$ cat src/fdc_port_pkg.sv
// shared constants, types and helpers for the floppy host port block
package fdc_port_pkg;

  // ****************************************
  // operations register field positions
  // ****************************************
  localparam int OR_DRIVE_CHOICE   = 0;  // drive_choice_bit
  localparam int OR_SELECT_GATE    = 1;  // must be 0 for drive selects
  localparam int OR_SOFT_RESET_N   = 2;  // soft_reset_n, active low
  localparam int OR_DMA_QUALIFY    = 3;  // dma_qualify_enable
  localparam int OR_MOTOR_FIRST    = 4;  // motor_enable_first
  localparam int OR_MOTOR_SECOND   = 5;  // motor_enable_second
  localparam int OR_MODE_CHOICE    = 7;  // mode_choice_bit

  // reset value: soft reset active, compat chosen, motors off
  localparam logic [7:0] OP_REG_RESET   = 8'h00;

  // mode switch patterns: 1X00X0XX and 0X00X0XX
  localparam logic [7:0] MODE_PAT_MASK   = 8'hB4;
  localparam logic [7:0] MODE_PAT_SPECIAL = 8'h80;
  localparam logic [7:0] MODE_PAT_COMPAT  = 8'h00;

  // register select decode values
  localparam logic REG_SEL_STATUS = 1'b0;
  localparam logic REG_SEL_DATA   = 1'b1;

  // ****************************************
  // timing
  // ****************************************
  localparam int unsigned CLK_PERIOD_NS       = 4;
  localparam int unsigned POLL_PERIOD_NS      = 1024000;  // 1.024 ms
  localparam int unsigned POLL_PERIOD_MINI_NS = 2048000;  // 2.048 ms
  localparam int unsigned NUM_DRIVES          = 4;
  localparam int          POLL_CNT_W          = 20;

  // ****************************************
  // types
  // ****************************************
  typedef enum {
    st_post_reset,  // after hardware reset, waiting for first access
    st_base,
    st_special,
    st_compat
  } mode_t;

  // host strobes, all active low except the select line
  typedef struct packed {
    logic cs_n;
    logic rd_n;
    logic wr_n;
    logic reg_select_line;
    logic op_reg_load_strobe_n;
    logic ctrl_reg_load_strobe_n;
  } host_bus_t;

  // ****************************************
  // helpers
  // ****************************************
  // one-hot decode of a two-bit drive number
  function automatic logic [3:0] one_hot(input logic [1:0] unit);
    one_hot = 4'h1 << unit;
  endfunction

  // polling slot to drive number, order is drive 1-2-4-3
  function automatic logic [1:0] poll_order(input logic [1:0] slot);
    unique case (slot)
      2'h0: poll_order = 2'h0;
      2'h1: poll_order = 2'h1;
      2'h2: poll_order = 2'h3;
      2'h3: poll_order = 2'h2;
    endcase
  endfunction

endpackage

$ cat src/op_register.sv
// eight-bit write-only operations register with its load pulse
module op_register
  import fdc_port_pkg::*;
(
  input  wire logic       core_clk_in,
  input  wire logic       resetn_in,
  input  wire logic       load_in,      // one-cycle load pulse
  input  wire logic [7:0] data_in,      // host data bus
  output logic      [7:0] op_reg_out    // current register contents
);

  // ****************************************
  // register storage
  // ****************************************
  // only the hardware reset clears it; soft reset lives in bit 2
  // and must not wipe the register that commands it
  always_ff @(posedge core_clk_in or negedge resetn_in) begin
    if (!resetn_in) begin
      op_reg_out <= OP_REG_RESET;
    end else if (load_in) begin
      op_reg_out <= data_in;
    end
  end

endmodule

$ cat src/drive_poll_timer.sv
// ready-line polling sequencer: steps over the four drives in turn
module drive_poll_timer
  import fdc_port_pkg::*;
#(
  parameter int unsigned STEP_CYCLES      = 64000,
  parameter int unsigned STEP_CYCLES_MINI = 128000
)(
  input  wire logic       core_clk_in,
  input  wire logic       resetn_in,
  input  wire logic       restart_in,       // pulse: reset just released
  input  wire logic       enable_in,        // idle, no read/write command
  input  wire logic       mini_in,          // mini-floppy polling rate
  output logic            poll_active_out,  // polling owns the selects
  output logic      [1:0] poll_drive_out,   // drive being polled
  output logic            ready_change_out  // pulse: not-ready to ready
);

  logic [POLL_CNT_W-1:0] tick_count;     // cycles within one slot
  logic [1:0]            slot;           // slot in the 1-2-4-3 order
  logic                  ready_pending;  // first round after reset
  logic [POLL_CNT_W-1:0] step_limit;     // last count of a slot

  // slot length; each drive comes round once per full period
  assign step_limit = mini_in ? POLL_CNT_W'(STEP_CYCLES_MINI - 1)
                              : POLL_CNT_W'(STEP_CYCLES - 1);

  // ****************************************
  // slot counter
  // ****************************************
  // reset forces not-ready, so the first full round after it sees
  // every drive turn ready; that is the only change ever reported
  always_ff @(posedge core_clk_in or negedge resetn_in) begin
    if (!resetn_in) begin
      tick_count       <= '0;
      slot             <= 2'h0;
      ready_pending    <= 1'b1;
      ready_change_out <= 1'b0;
    end else begin
      ready_change_out <= 1'b0;
      if (restart_in) begin
        tick_count    <= '0;
        slot          <= 2'h0;
        ready_pending <= 1'b1;
      end else if (enable_in) begin
        if (tick_count >= step_limit) begin
          tick_count <= '0;
          slot       <= slot + 2'h1;
          if (slot == 2'h3 && ready_pending) begin
            ready_pending    <= 1'b0;
            ready_change_out <= 1'b1;
          end
        end else begin
          tick_count <= tick_count + POLL_CNT_W'(1);
        end
      end
    end
  end

  // ****************************************
  // registered outputs
  // ****************************************
  always_ff @(posedge core_clk_in or negedge resetn_in) begin
    if (!resetn_in) begin
      poll_active_out <= 1'b0;
      poll_drive_out  <= 2'h0;
    end else begin
      poll_active_out <= enable_in;
      poll_drive_out  <= poll_order(slot);
    end
  end

endmodule

$ cat src/fdc_host_port.sv
// host register port and operating-mode control of the floppy controller
module fdc_host_port
  import fdc_port_pkg::*;
#(
  parameter int unsigned POLL_STEP_CYCLES =
    POLL_PERIOD_NS / (NUM_DRIVES * CLK_PERIOD_NS),
  parameter int unsigned POLL_STEP_CYCLES_MINI =
    POLL_PERIOD_MINI_NS / (NUM_DRIVES * CLK_PERIOD_NS)
)(
  input  wire logic       core_clk_in,
  input  wire logic       resetn_in,
  // host side
  input  wire host_bus_t  host_bus_in,          // strobes and select
  input  wire logic [7:0] data_in,              // host data bus in
  output logic      [7:0] data_out,             // host data bus out
  output logic            data_oe_out,          // drive the data bus
  output logic            dma_req_out,          // qualified dma request
  output logic            dma_req_oe_out,       // dma request driven
  output logic            irq_out,              // qualified interrupt
  output logic            irq_oe_out,           // interrupt driven
  input  wire logic       dack_n_in,            // dma acknowledge
  // controller core side
  input  wire logic [7:0] main_status_in,       // main status byte
  input  wire logic [7:0] result_byte_in,       // byte for host reads
  output logic      [7:0] cmd_byte_out,         // byte the host wrote
  output logic            cmd_byte_valid_out,   // pulse: byte written
  output logic            data_read_out,        // pulse: byte read
  input  wire logic       core_dma_req_in,      // raw dma request
  input  wire logic       core_irq_in,          // raw interrupt
  output logic            dack_n_out,           // qualified acknowledge
  output logic            controller_reset_out, // hold core in reset
  output logic            ready_change_out,     // pulse: drives ready
  input  wire logic       core_idle_in,         // between commands
  input  wire logic       rw_command_in,        // read/write running
  input  wire logic       mini_floppy_in,       // slower polling
  input  wire logic [1:0] unit_select_in,       // unit from command
  input  wire logic       precomp_needed_in,    // precompensation on
  input  wire logic       slow_spindle_req_in,  // ask for slow spindle
  // drive side
  output logic      [3:0] drive_select_outputs, // active high selects
  output logic            motor_on_first_n_out,
  output logic            motor_on_second_n_out,
  output logic            reduced_write_current_pin_out,
  output logic      [1:0] mode_out              // 0 post,1 base,2 sp,3 co
);

  // ****************************************
  // declarations
  // ****************************************
  host_bus_t   prev_bus;        // strobes one cycle back
  logic        rd_start;        // read strobe just went low
  logic        wr_start;        // write strobe just went low
  logic        chip_read;       // read of status or data register
  logic        chip_write;      // write of data register
  logic        op_load;         // operations register load pulse
  logic        ctrl_read;       // control register read pulse
  logic        any_access;      // any host touch of the chip
  logic [7:0]  op_reg;          // operations register contents
  mode_t       mode;            // current operating mode
  mode_t       next_mode;       // mode after this cycle
  logic        soft_reset;      // controller held in reset
  logic        prev_soft_reset; // for the release edge
  logic        poll_restart;    // pulse: reset released
  logic        poll_active;     // polling owns the selects
  logic [1:0]  poll_drive;      // drive being polled
  logic        ready_change;    // ready change pulse from poller
  logic        qualify;         // enable gate for dma and irq
  logic [3:0]  next_selects;    // drive select value to register

  // ****************************************
  // strobe edge detection
  // ****************************************
  // strobes are synchronous; act once per access on the falling
  // edge so a long strobe does not repeat a data register load
  always_ff @(posedge core_clk_in or negedge resetn_in) begin
    if (!resetn_in) begin
      prev_bus <= '1;
    end else begin
      prev_bus <= host_bus_in;
    end
  end

  assign rd_start = prev_bus.rd_n & ~host_bus_in.rd_n;
  assign wr_start = prev_bus.wr_n & ~host_bus_in.wr_n;

  // both strobes at once, or a status write, moves no data but still counts in any_access
  assign chip_read  = ~host_bus_in.cs_n & rd_start
                    & host_bus_in.wr_n;
  assign chip_write = ~host_bus_in.cs_n & wr_start
                    & host_bus_in.rd_n
                    & (host_bus_in.reg_select_line == REG_SEL_DATA);
  assign op_load    = ~host_bus_in.op_reg_load_strobe_n
                    & wr_start & host_bus_in.rd_n;
  assign ctrl_read  = ~host_bus_in.ctrl_reg_load_strobe_n
                    & rd_start & host_bus_in.wr_n;
  assign any_access = chip_read | chip_write | op_load | ctrl_read
                    | (~host_bus_in.cs_n & wr_start);

  // ****************************************
  // operations register
  // ****************************************
  op_register u_op_register (
    .core_clk_in (core_clk_in),
    .resetn_in   (resetn_in),
    .load_in     (op_load),
    .data_in     (data_in),
    .op_reg_out  (op_reg)
  );

  // ****************************************
  // mode selection
  // ****************************************
  always_comb begin
    next_mode = mode;
    unique case (mode)
      st_post_reset: begin
        // an operations write wins over plain base entry
        if (op_load) begin
          next_mode = st_compat;
        end else if (any_access) begin
          next_mode = st_base;
        end
      end
      st_base: begin
        if (op_load) begin
          next_mode = st_compat;
        end
      end
      st_special: begin
        // mode choice only counts while soft reset is held
        if (ctrl_read &&
            (op_reg & MODE_PAT_MASK) == MODE_PAT_COMPAT) begin
          next_mode = st_compat;
        end
      end
      st_compat: begin
        if (ctrl_read &&
            (op_reg & MODE_PAT_MASK) == MODE_PAT_SPECIAL) begin
          next_mode = st_special;
        end
      end
    endcase
  end

  // only the hardware reset returns to the post-reset state;
  // soft reset never touches the mode register
  always_ff @(posedge core_clk_in or negedge resetn_in) begin
    if (!resetn_in) begin
      mode <= st_post_reset;
    end else begin
      mode <= next_mode;
    end
  end

  // ****************************************
  // soft reset
  // ****************************************
  // held from hardware reset until the first access; in base the
  // register is ignored so software cannot reset the core
  always_comb begin
    unique case (mode)
      st_post_reset: soft_reset = 1'b1;
      st_base:       soft_reset = 1'b0;
      st_special,
      st_compat:     soft_reset = ~op_reg[OR_SOFT_RESET_N];
    endcase
  end

  always_ff @(posedge core_clk_in or negedge resetn_in) begin
    if (!resetn_in) begin
      prev_soft_reset      <= 1'b1;
      controller_reset_out <= 1'b1;
    end else begin
      prev_soft_reset      <= soft_reset;
      controller_reset_out <= soft_reset;
    end
  end

  // release of either reset kicks the polling routine
  assign poll_restart = prev_soft_reset & ~soft_reset;

  // ****************************************
  // drive ready polling
  // ****************************************
  drive_poll_timer #(
    .STEP_CYCLES      (POLL_STEP_CYCLES),
    .STEP_CYCLES_MINI (POLL_STEP_CYCLES_MINI)
  ) u_drive_poll_timer (
    .core_clk_in      (core_clk_in),
    .resetn_in        (resetn_in),
    .restart_in       (poll_restart),
    .enable_in        (core_idle_in & ~rw_command_in & ~soft_reset),
    .mini_in          (mini_floppy_in),
    .poll_active_out  (poll_active),
    .poll_drive_out   (poll_drive),
    .ready_change_out (ready_change)
  );

  // ****************************************
  // host data bus
  // ****************************************
  // the bus is driven only while a legal read is in progress
  always_ff @(posedge core_clk_in or negedge resetn_in) begin
    if (!resetn_in) begin
      data_out    <= 8'h00;
      data_oe_out <= 1'b0;
    end else begin
      data_oe_out <= ~host_bus_in.cs_n & ~host_bus_in.rd_n
                   & host_bus_in.wr_n;
      if (host_bus_in.reg_select_line == REG_SEL_STATUS) begin
        data_out <= main_status_in;
      end else begin
        data_out <= result_byte_in;
      end
    end
  end

  // ****************************************
  // data register toward the core
  // ****************************************
  always_ff @(posedge core_clk_in or negedge resetn_in) begin
    if (!resetn_in) begin
      cmd_byte_out       <= 8'h00;
      cmd_byte_valid_out <= 1'b0;
      data_read_out      <= 1'b0;
    end else begin
      cmd_byte_valid_out <= chip_write;
      data_read_out      <= chip_read
                          & (host_bus_in.reg_select_line == REG_SEL_DATA);
      if (chip_write) begin
        cmd_byte_out <= data_in;
      end
    end
  end

  // ****************************************
  // dma and interrupt qualification
  // ****************************************
  // base mode has no gate at all; other modes use the enable bit
  assign qualify = (mode == st_base) | op_reg[OR_DMA_QUALIFY];

  always_ff @(posedge core_clk_in or negedge resetn_in) begin
    if (!resetn_in) begin
      dma_req_out      <= 1'b0;
      irq_out          <= 1'b0;
      dma_req_oe_out   <= 1'b0;
      irq_oe_out       <= 1'b0;
      dack_n_out       <= 1'b1;
      ready_change_out <= 1'b0;
    end else begin
      dma_req_out      <= core_dma_req_in & qualify;
      irq_out          <= core_irq_in & qualify;
      dack_n_out       <= dack_n_in | ~qualify;
      // tristated until the first access leaves post-reset
      dma_req_oe_out   <= (mode != st_post_reset);
      irq_oe_out       <= (mode != st_post_reset);
      ready_change_out <= ready_change;
    end
  end

  // ****************************************
  // drive select, motor and write-current pins
  // ****************************************
  // in compat the user never sees polling on the selects
  always_comb begin
    next_selects = 4'h0;
    if (mode == st_compat) begin
      if (!op_reg[OR_SELECT_GATE]) begin
        next_selects[0] = ~op_reg[OR_DRIVE_CHOICE]
                        & op_reg[OR_MOTOR_FIRST];
        next_selects[1] = op_reg[OR_DRIVE_CHOICE]
                        & op_reg[OR_MOTOR_SECOND];
      end
    end else if (poll_active) begin
      next_selects = one_hot(poll_drive);
    end else begin
      next_selects = one_hot(unit_select_in);
    end
  end

  always_ff @(posedge core_clk_in or negedge resetn_in) begin
    if (!resetn_in) begin
      drive_select_outputs          <= 4'h0;
      motor_on_first_n_out          <= 1'b1;
      motor_on_second_n_out         <= 1'b1;
      reduced_write_current_pin_out <= 1'b0;
    end else begin
      drive_select_outputs <= next_selects;
      if (mode == st_compat) begin
        motor_on_first_n_out  <= ~op_reg[OR_MOTOR_FIRST];
        motor_on_second_n_out <= ~op_reg[OR_MOTOR_SECOND];
        // low asks for slow spindle; in the other modes high asks for reduced write current
        reduced_write_current_pin_out <= ~slow_spindle_req_in;
      end else begin
        motor_on_first_n_out          <= 1'b1;
        motor_on_second_n_out         <= 1'b1;
        reduced_write_current_pin_out <= precomp_needed_in;
      end
    end
  end

  // ****************************************
  // mode report
  // ****************************************
  always_ff @(posedge core_clk_in or negedge resetn_in) begin
    if (!resetn_in) begin
      mode_out <= 2'h0;
    end else begin
      unique case (mode)
        st_post_reset: mode_out <= 2'h0;
        st_base:       mode_out <= 2'h1;
        st_special:    mode_out <= 2'h2;
        st_compat:     mode_out <= 2'h3;
      endcase
    end
  end

endmodule

$ cat config.mk
export PLATFORM = sky130hd
export DESIGN_NAME = fdc_host_port
export DESIGN_NICKNAME = d
export VERILOG_FILES = /design/src/fdc_port_pkg.sv /design/src/op_register.sv /design/src/drive_poll_timer.sv /design/src/fdc_host_port.sv
export SDC_FILE = /design/constraint.sdc
export NUM_CORES = 1
export LEC_CHECK = 0
export ABC_AREA = 1
export BUFFER_PORTS_ARGS = -buffer_cell sky130_fd_sc_hd__buf_2
export CAP_MARGIN = 20
export CORE_MARGIN = 2
export CORE_UTILIZATION = 40
export CTS_CLUSTER_SIZE = 16
export DETAILED_ROUTE_END_ITERATION = 10
export PLACE_DENSITY_LB_ADDON = 0.15
export SLEW_MARGIN = 30
export SYNTH_ARGS = -nofsm -noshare
export SYNTH_HDL_FRONTEND = slang
export SYNTH_SLANG_ARGS = --single-unit
$ cat constraint.sdc
create_clock -name core_clk_in -period 1.6 [get_ports core_clk_in]
set_clock_uncertainty 0.15 [all_clocks]
set_input_delay 0.24 -clock core_clk_in [delete_from_list [all_inputs] [get_ports core_clk_in]]
set_output_delay 0.24 -clock core_clk_in [all_outputs]
set_load 0.01 [all_outputs]
==> impl_metrics.yaml, run 1 <==
run_status:
  status: "finished with violations"
  violations: "setup timing"
pwr:
  switching_share_pct: 32.6
  ir_drop_mv: 0.491
  pwr-share-seq_pct: 38.8
  combPwrFrac_pct: 34.6
  p_int_mw: 3.97
  netSwitchingPower_mw: 1.92
  p_leak_nw: 2.56
  p_per_area_mw_per_mm2: 1240
  clock_power_share_pct: 26.6
floorplan:
  rows: 33
  io_pins: 77
  die_w_um: 95.2
  start_util_pct: 40.9
  die_area_mm2: 0.00907
  coreArea_mm2: 0.00813
  die_y_um: 95.2
clocking:
  cts_root_buf: "clkbuf_8"
  cts_tree: "built"
  insertion_delay_ps: 340
  htreeDepth: 3
  numCtsBuffers: 9
  cts.sinks: 72
  clk_pin_slew_ps: 80
  clockBufferDepth: 2
place:
  numPortBuffers: 76
  place_area_mm2: 0.00413
  routabilityCongestion: 0.797
  dp.final_hpwl_um: 5300
global_routing:
  grt_max_degree: 73
  first_global_vias: 2863
  grt_pass1_wl_um: 12700
  antenna_found_initial: 0
  grt.total_usage_pct: 18.1
  grt_overflow: 0
critical_path:
  worst-setup-path-type: "flop to flop"
  critPathLaunchType: "flop"
  cpPeakStageDelay_ps: 390
  cp_max_fo: 11
  reg2reg_depth: 9
  end_kind: "flop"
  reg2reg_slack_ps: -140
  slowest_stage: "dfrtp_1"
  crit_chain: "ha_1 > inv_1 > nor2_1 > nand2_1 > nor2_4 > a21oi_2 > nand3_4 > buf_12 > a21oi_1"
  r2r_start: "u_drive_poll_timer.tick_count[16]$_DFFE_PN0P_"
  worstPathRequired_ps: 1710
  arrival_ps: 1850
  reg2reg_to: "u_drive_poll_timer.tick_count[2]$_DFFE_PN0P_"
synthesis:
  synth-compound-area-share_pct: 6.95
  synth_edf_count: 0
  yosysUniqueCellTypes: 31
  synth-warning-count: 0
  synth_seq_cells: 72
  syn_nets: 443
  yosys.area_share.xor_xnor_pct: 1.58
  ys_seq_area_share_pct: 54.4
  syn_area_per_cell_um2: 8.45
  syn-cell-area_mm2: 0.00333
  synth_flop_cell: "dfrtp_1"
  syn_inst: 394
  synthAdderAreaFrac_pct: 2.63
  synth_top_family_by_area: "simple AND/OR/NAND/NOR gates"
  synthSimpleGateAreaFrac_pct: 25.3
  async_reset_ff_share_pct: 100
  synth_mux_area_share_pct: 0.301
cells_and_area:
  multi_input_area_mm2: 0.00134
  drive_above_1_share_pct: 31.6
  nNetsFinal: 588
  regArea_mm2: 0.00181
  fillers: 754
  final_area_mm2: 0.00474
  area_growth_pct: 42.3
  antenna_cells: 0
timing:
  worst_pin_slew_ps: 376
  fmax_mhz: 575
  whs_ps: 4.90
  finalHoldViolations: 0
  slew_headroom_pct: 74.7
  rsz0062_at_grt: "true"
  fin_ws_ps: -139
  slew_viol_final: 0
  period_needed_ps: 1740
  setup_violations: 24
  fin_crit_sh_pct: 109
route:
  routed_wl_um: 7800
  vias: 2971
  wl_per_cell_um: 12.0
  ant_nets: 0
  drcViolationCount: 0
  firstDrtPassIters: 4
  drt_iter0_markers: 111
  viasPerCell: 4.58
worst_hold_path:
  hold_path.class: "input port to flop"
  min_from: "data_in[5]"
  min_path_cells: 3
  hold_end: "cmd_byte_out[5]$_DFFE_PN0P_"
run:
  cap_violations: 0
-- through the flow --
stage	setup TNS, ps	setup slack, ps	util, %	total power [mW]	std cells
after detailed placement	-2750	-147	50.8	4.26	604
after global routing	-4460	-218	58.2	6.27	649
final	-2190	-139	58.2	5.89	649
after CTS	-2410	-130	56.8	5.90	648
after floorplan	-421	-44.8	-	3.33	394
after global placement	-2060	-113	50.8	4.24	604
-- placed cells by master, fill, tap and decap left out, types with 3 or more instances in the layout --
cell,netlist,routed
a21oi_1,15,12
a21oi_2,0,3
buf_12,0,3
buf_2,3,73
buf_4,3,38
clkbuf_8,0,9
dfrtp_1,65,65
dfstp_2,7,7
dlygate4sd3_1,0,26
ha_1,7,5
inv_1,57,54
inv_2,2,3
nand2_1,129,125
nand2_2,1,5
nand3_1,18,16
nand3_2,3,3
nand4_1,8,8
nor2_1,29,22
nor2_2,0,4
nor2_4,1,4
nor3_1,5,5
o21ai_0,20,12
o21ai_1,0,6
o21ai_2,2,3
xnor2_1,4,4
-- cells in the mapped netlist, types with 2 or more instances --
master	n	area, um^2
dfrtp_1	65	1630
nand4_1	8	50.1
nand3_1	18	90.1
nand2_1	129	484
o21ai_2	2	17.5
buf_6	2	22.5
ha_1	7	87.6
inv_1	57	214
a21boi_0	2	15.0
a21oi_1	15	75.1
xor2_1	2	17.5
o21ai_0	20	100
inv_2	2	7.51
buf_2	3	15.0
buf_4	3	22.5
dfstp_2	7	184
nand3_2	3	30.0
nor2_1	29	109
xnor2_1	4	35.0
nor3_1	5	25.0
-- layout make-up --
class / instances / share of cell area [%]
well taps: 105 / 2.77
repair inverters: 1 / 0.159
multi-input cells: 253 / 28.3
clock inverters: 5 / 1.72
clock buffers: 11 / 2.77
inverters: 59 / 4.83
flip-flops and latches: 72 / 38.2
repair buffers: 143 / 21.2
-- layer usage --
layer	wire [um]	global-route usage (%)
met1	3580	22.6
met4	150	7.73
met2	3790	30.9
met5	0	0
met3	280	3.08
-- critical path, delay by kind of cell (launching register included) --
kind,cells,cell delay (ps)
adder cells (fa/ha/maj),1,270
buffers and inverters,2,210
AO/OA/AOI/OAI,2,330
flip-flops,1,390
AND/OR/NAND/NOR,4,320
-- cell families (layout without fill, tap and decap cells) --
kind of cell	Yosys count	in the layout
AO/OA/AOI/OAI	42	42
XOR/XNOR	6	6
adder cells (fa/ha/maj)	7	7
buffers and inverters	69	219
flip-flops	72	72
multiplexers	1	1
AND/OR/NAND/NOR	197	197
-- power by group through the flow --
stage | Combinational [mW] | Clock (mW) | Sequential (mW)
after floorplan | 0.922 | 0 | 2.40
after global placement | 1.93 | 0 | 2.31
after detailed placement | 1.95 | 0 | 2.31
after CTS | 2.01 | 1.62 | 2.28
after global routing | 2.24 | 1.71 | 2.32
final | 2.04 | 1.57 | 2.28
-- flip-flops by register name, summed over array words and instances (netlist names), 2 cells and up --
register,cells
cmd_byte_out,8
data_out,8
drive_select_outputs,4
mode,2
mode_out,2
prev_bus,2
u_drive_poll_timer.poll_drive_out,2
u_drive_poll_timer.slot,2
u_drive_poll_timer.tick_count,20
u_op_register.op_reg_out,7
-- timing repair --
| item | 4_1_cts | 5_1_grt |
|---|---|---|
| setup endpoints to repair | 29 | 31 |
| gates resized for setup | 1 | 37 |
| hold buffers | 26 | 1 |
| hold endpoints to repair | 81 | 1 |
| buffers inserted | 2 | 1 |
| cloned | 0 | 1 |
| pin swaps | 2 | 5 |
-- worst max path at each step --
stage	start	end	slack [ps]	depth (start not counted)
2_1_floorplan	u_drive_poll_timer.tick_count[16]$_DFFE_PN0P_	u_drive_poll_timer.tick_count[17]$_DFFE_PN0P_	-40	9
3_3_place_gp	mini_floppy_in	u_drive_poll_timer.tick_count[17]$_DFFE_PN0P_	-110	11
3_5_place_dp	mini_floppy_in	u_drive_poll_timer.tick_count[17]$_DFFE_PN0P_	-150	11
4_1_cts	u_drive_poll_timer.tick_count[16]$_DFFE_PN0P_	u_drive_poll_timer.tick_count[17]$_DFFE_PN0P_	-130	9
5_1_grt	u_drive_poll_timer.tick_count[16]$_DFFE_PN0P_	u_drive_poll_timer.tick_count[6]$_DFFE_PN0P_	-220	9
6_report	u_drive_poll_timer.tick_count[16]$_DFFE_PN0P_	u_drive_poll_timer.tick_count[2]$_DFFE_PN0P_	-140	9
Note: power is estimated with default switching activity, not from simulation.
==> run 2: changes to the inputs <==
Settings changed: RECOVER_POWER set to 50, TNS_END_PERCENT set to 1.
==> run 2 against run 1 <==
Net effect: the flow still finishes with violations (setup timing); hold slack about the same; non-clock buffer count down 1; register-to-register slack about the same; critical path depth unchanged; maximum frequency down 0.75%; setup slack worse by 13 ps; global-route usage up 1.0 points; clock power down 9%; first-iteration DRC count up 3.6%; sequential share of layout area up 0.72 points; sequential power about the same; critical path type unchanged; largest power group unchanged.
==> impl_metrics.yaml, run 2 (same netlist as run 1, synthesis figures left out) <==
global_routing:
  antenna_found_initial: 0
  first_global_vias: 3043
  grt_overflow: 0
  grt.total_usage_pct: 19.1
  grt_pass1_wl_um: 13300
  grt_max_degree: 73
worst_hold_path:
  hold_path.class: "input port to flop"
critical_path:
  reg2reg_to: "u_drive_poll_timer.tick_count[17]$_DFFE_PN0P_"
  arrival_ps: 1830
  r2r_start: "u_drive_poll_timer.tick_count[16]$_DFFE_PN0P_"
  worstPathRequired_ps: 1680
  critPathLaunch: "u_drive_poll_timer.tick_count[16]$_DFFE_PN0P_"
  end_kind: "flop"
  worst-setup-path-type: "flop to flop"
  reg2reg_slack_ps: -150
  setup.worst_path.end: "u_drive_poll_timer.tick_count[17]$_DFFE_PN0P_"
  reg2reg_depth: 9
  critPathLaunchType: "flop"
  cp_max_fo: 4
floorplan:
  rows: 33
  start_util_pct: 40.9
  io_pins: 77
  coreArea_mm2: 0.00813
  die_y_um: 95.2
  die_w_um: 95.2
  die_area_mm2: 0.00907
pwr:
  p_leak_nw: 2.53
  ir_drop_mv: 0.528
  p_per_area_mw_per_mm2: 1240
timing:
  slew_viol_final: 0
  worst_pin_slew_ps: 968
  finalHoldViolations: 0
  tns_ps: -2670
  period_needed_ps: 1750
  rsz0062_at_grt: "true"
  fin_crit_sh_pct: 109
  fin_ws_ps: -152
  slew_headroom_pct: 35.5
  setup_violations: 22
  whs_ps: 4.65
  fmax_mhz: 571
cells_and_area:
  drive_above_1_share_pct: 30.3
  nNetsFinal: 586
  regArea_mm2: 0.00181
  final_cell_mix: "nand2_1, buf_2, dfrtp_1"
  antenna_cells: 0
  largest_register_ffs: 20
  top_register: "u_drive_poll_timer.tick_count"
  multi_input_area_mm2: 0.00132
  area_growth_pct: 39.7
  fillers: 745
  biggestRegsByFlops: "u_drive_poll_timer.tick_count x20, cmd_byte_out x8, data_out x8"
  layout_commonest_cell: "nand2_1"
place:
  routabilityCongestion: 0.781
  numPortBuffers: 76
  dp.final_hpwl_um: 5500
route:
  drt_iter0_markers: 115
  viasPerCell: 4.64
  routed_wl_um: 7700
  ant_nets: 0
  vias: 2995
  firstDrtPassIters: 4
  wl_per_cell_um: 11.9
  drcViolationCount: 0
clocking:
  clockBufferDepth: 2
  cts_root_buf: "clkbuf_8"
  numCtsBuffers: 9
  cts_setup_buffers: 0
  insertion_delay_ps: 340
  clk_pin_slew_ps: 90
  cts_tree: "built"
  htreeDepth: 3
  cts.sinks: 72
run_status:
  violations: "setup timing"
  status: "finished with violations"
run:
  cap_violations: 0
-- run 2: changes by cell type in the layout (fill, tap and decap cells not counted), sizes merged --
cell	before	now
clkinvlp	2	1
clkinv	1	2
dlymetal6s4s	1	0
bufinv	2	1
buf	116	111
clkbuf	11	15
-- run 2: how the worst min path moves through the flow --
| stage | end | cells after the start | slack [ps] | startpoint |
|---|---|---|---|---|
| global route | u_op_register.op_reg_out[4]$_DFFE_PN0P_ | 3 | 4 | data_in[4] |
| CTS | u_op_register.op_reg_out[4]$_DFFE_PN0P_ | 3 | 0.8 | data_in[4] |
| global placement | drive_select_outputs[0]$_DFF_PN0_ | 2 | 150 | resetn_in |
| floorplan | cmd_byte_out[0]$_DFFE_PN0P_ | 0 | -210 | resetn_in |
| finish | u_op_register.op_reg_out[7]$_DFFE_PN0P_ | 3 | 5 | data_in[7] |
| detailed placement | cmd_byte_out[0]$_DFFE_PN0P_ | 2 | 150 | resetn_in |
-- run 2: where the power goes --
part / switching, mW / internal, mW / total, mW / leakage [nW]
clock network: 0.673 / 0.754 / 1.43 / 0.0985
logic: 1.09 / 0.962 / 2.05 / 1.50
registers: 0.171 / 2.12 / 2.29 / 0.923
total: 1.94 / 3.83 / 5.77 / 2.53
-- run 2: layout make-up --
cell class | instances | area share, %
Clock buffer | 10 | 2.96
Clock inverter | 5 | 1.21
Inverter | 59 | 4.82
Multi-Input combinational cell | 253 | 28.3
Sequential cell | 72 | 39.0
Tap cell | 105 | 2.83
Timing Repair Buffer | 142 | 20.9
-- run 2: what timing repair did --
item                       4_1_cts  5_1_grt
resized for setup               12       11
setup endpoints to repair       30       33
pin swaps                        2        4
hold endpoints to repair        81        0
hold buffers                    26        0
-- run 2: per-stage QoR --
stage	power [mW]	worst slack [ps]	instance area, um^2	instances	util, %
after floorplan	3.31	-44.8	3360	394	-
after global placement	4.23	-121	4130	605	50.8
after detailed placement	4.25	-186	4130	605	50.8
after CTS	5.82	-129	4630	646	56.9
after global routing	6.16	-241	4650	646	57.1
final	5.77	-152	4650	646	57.1
-- run 2: worst max-delay path, stage by stage (launching register included) --
cell	delay, ps
dfrtp_1	380
ha_1	270
inv_1	40
nor2_2	90
nand2_2	80
nor2_4	180
nand3_2	120
nand3_4	120
nand2_2	70
and2_1	150
-- run 2: routing by layer --
metal	GRT usage, %	share of wire [%]	vias up
li1	-	-	1504
met2	31.9	49	78
met4	9.06	2.2	0
met1	23.4	44	1397
met3	4.51	5.4	16
met5	0	0	-
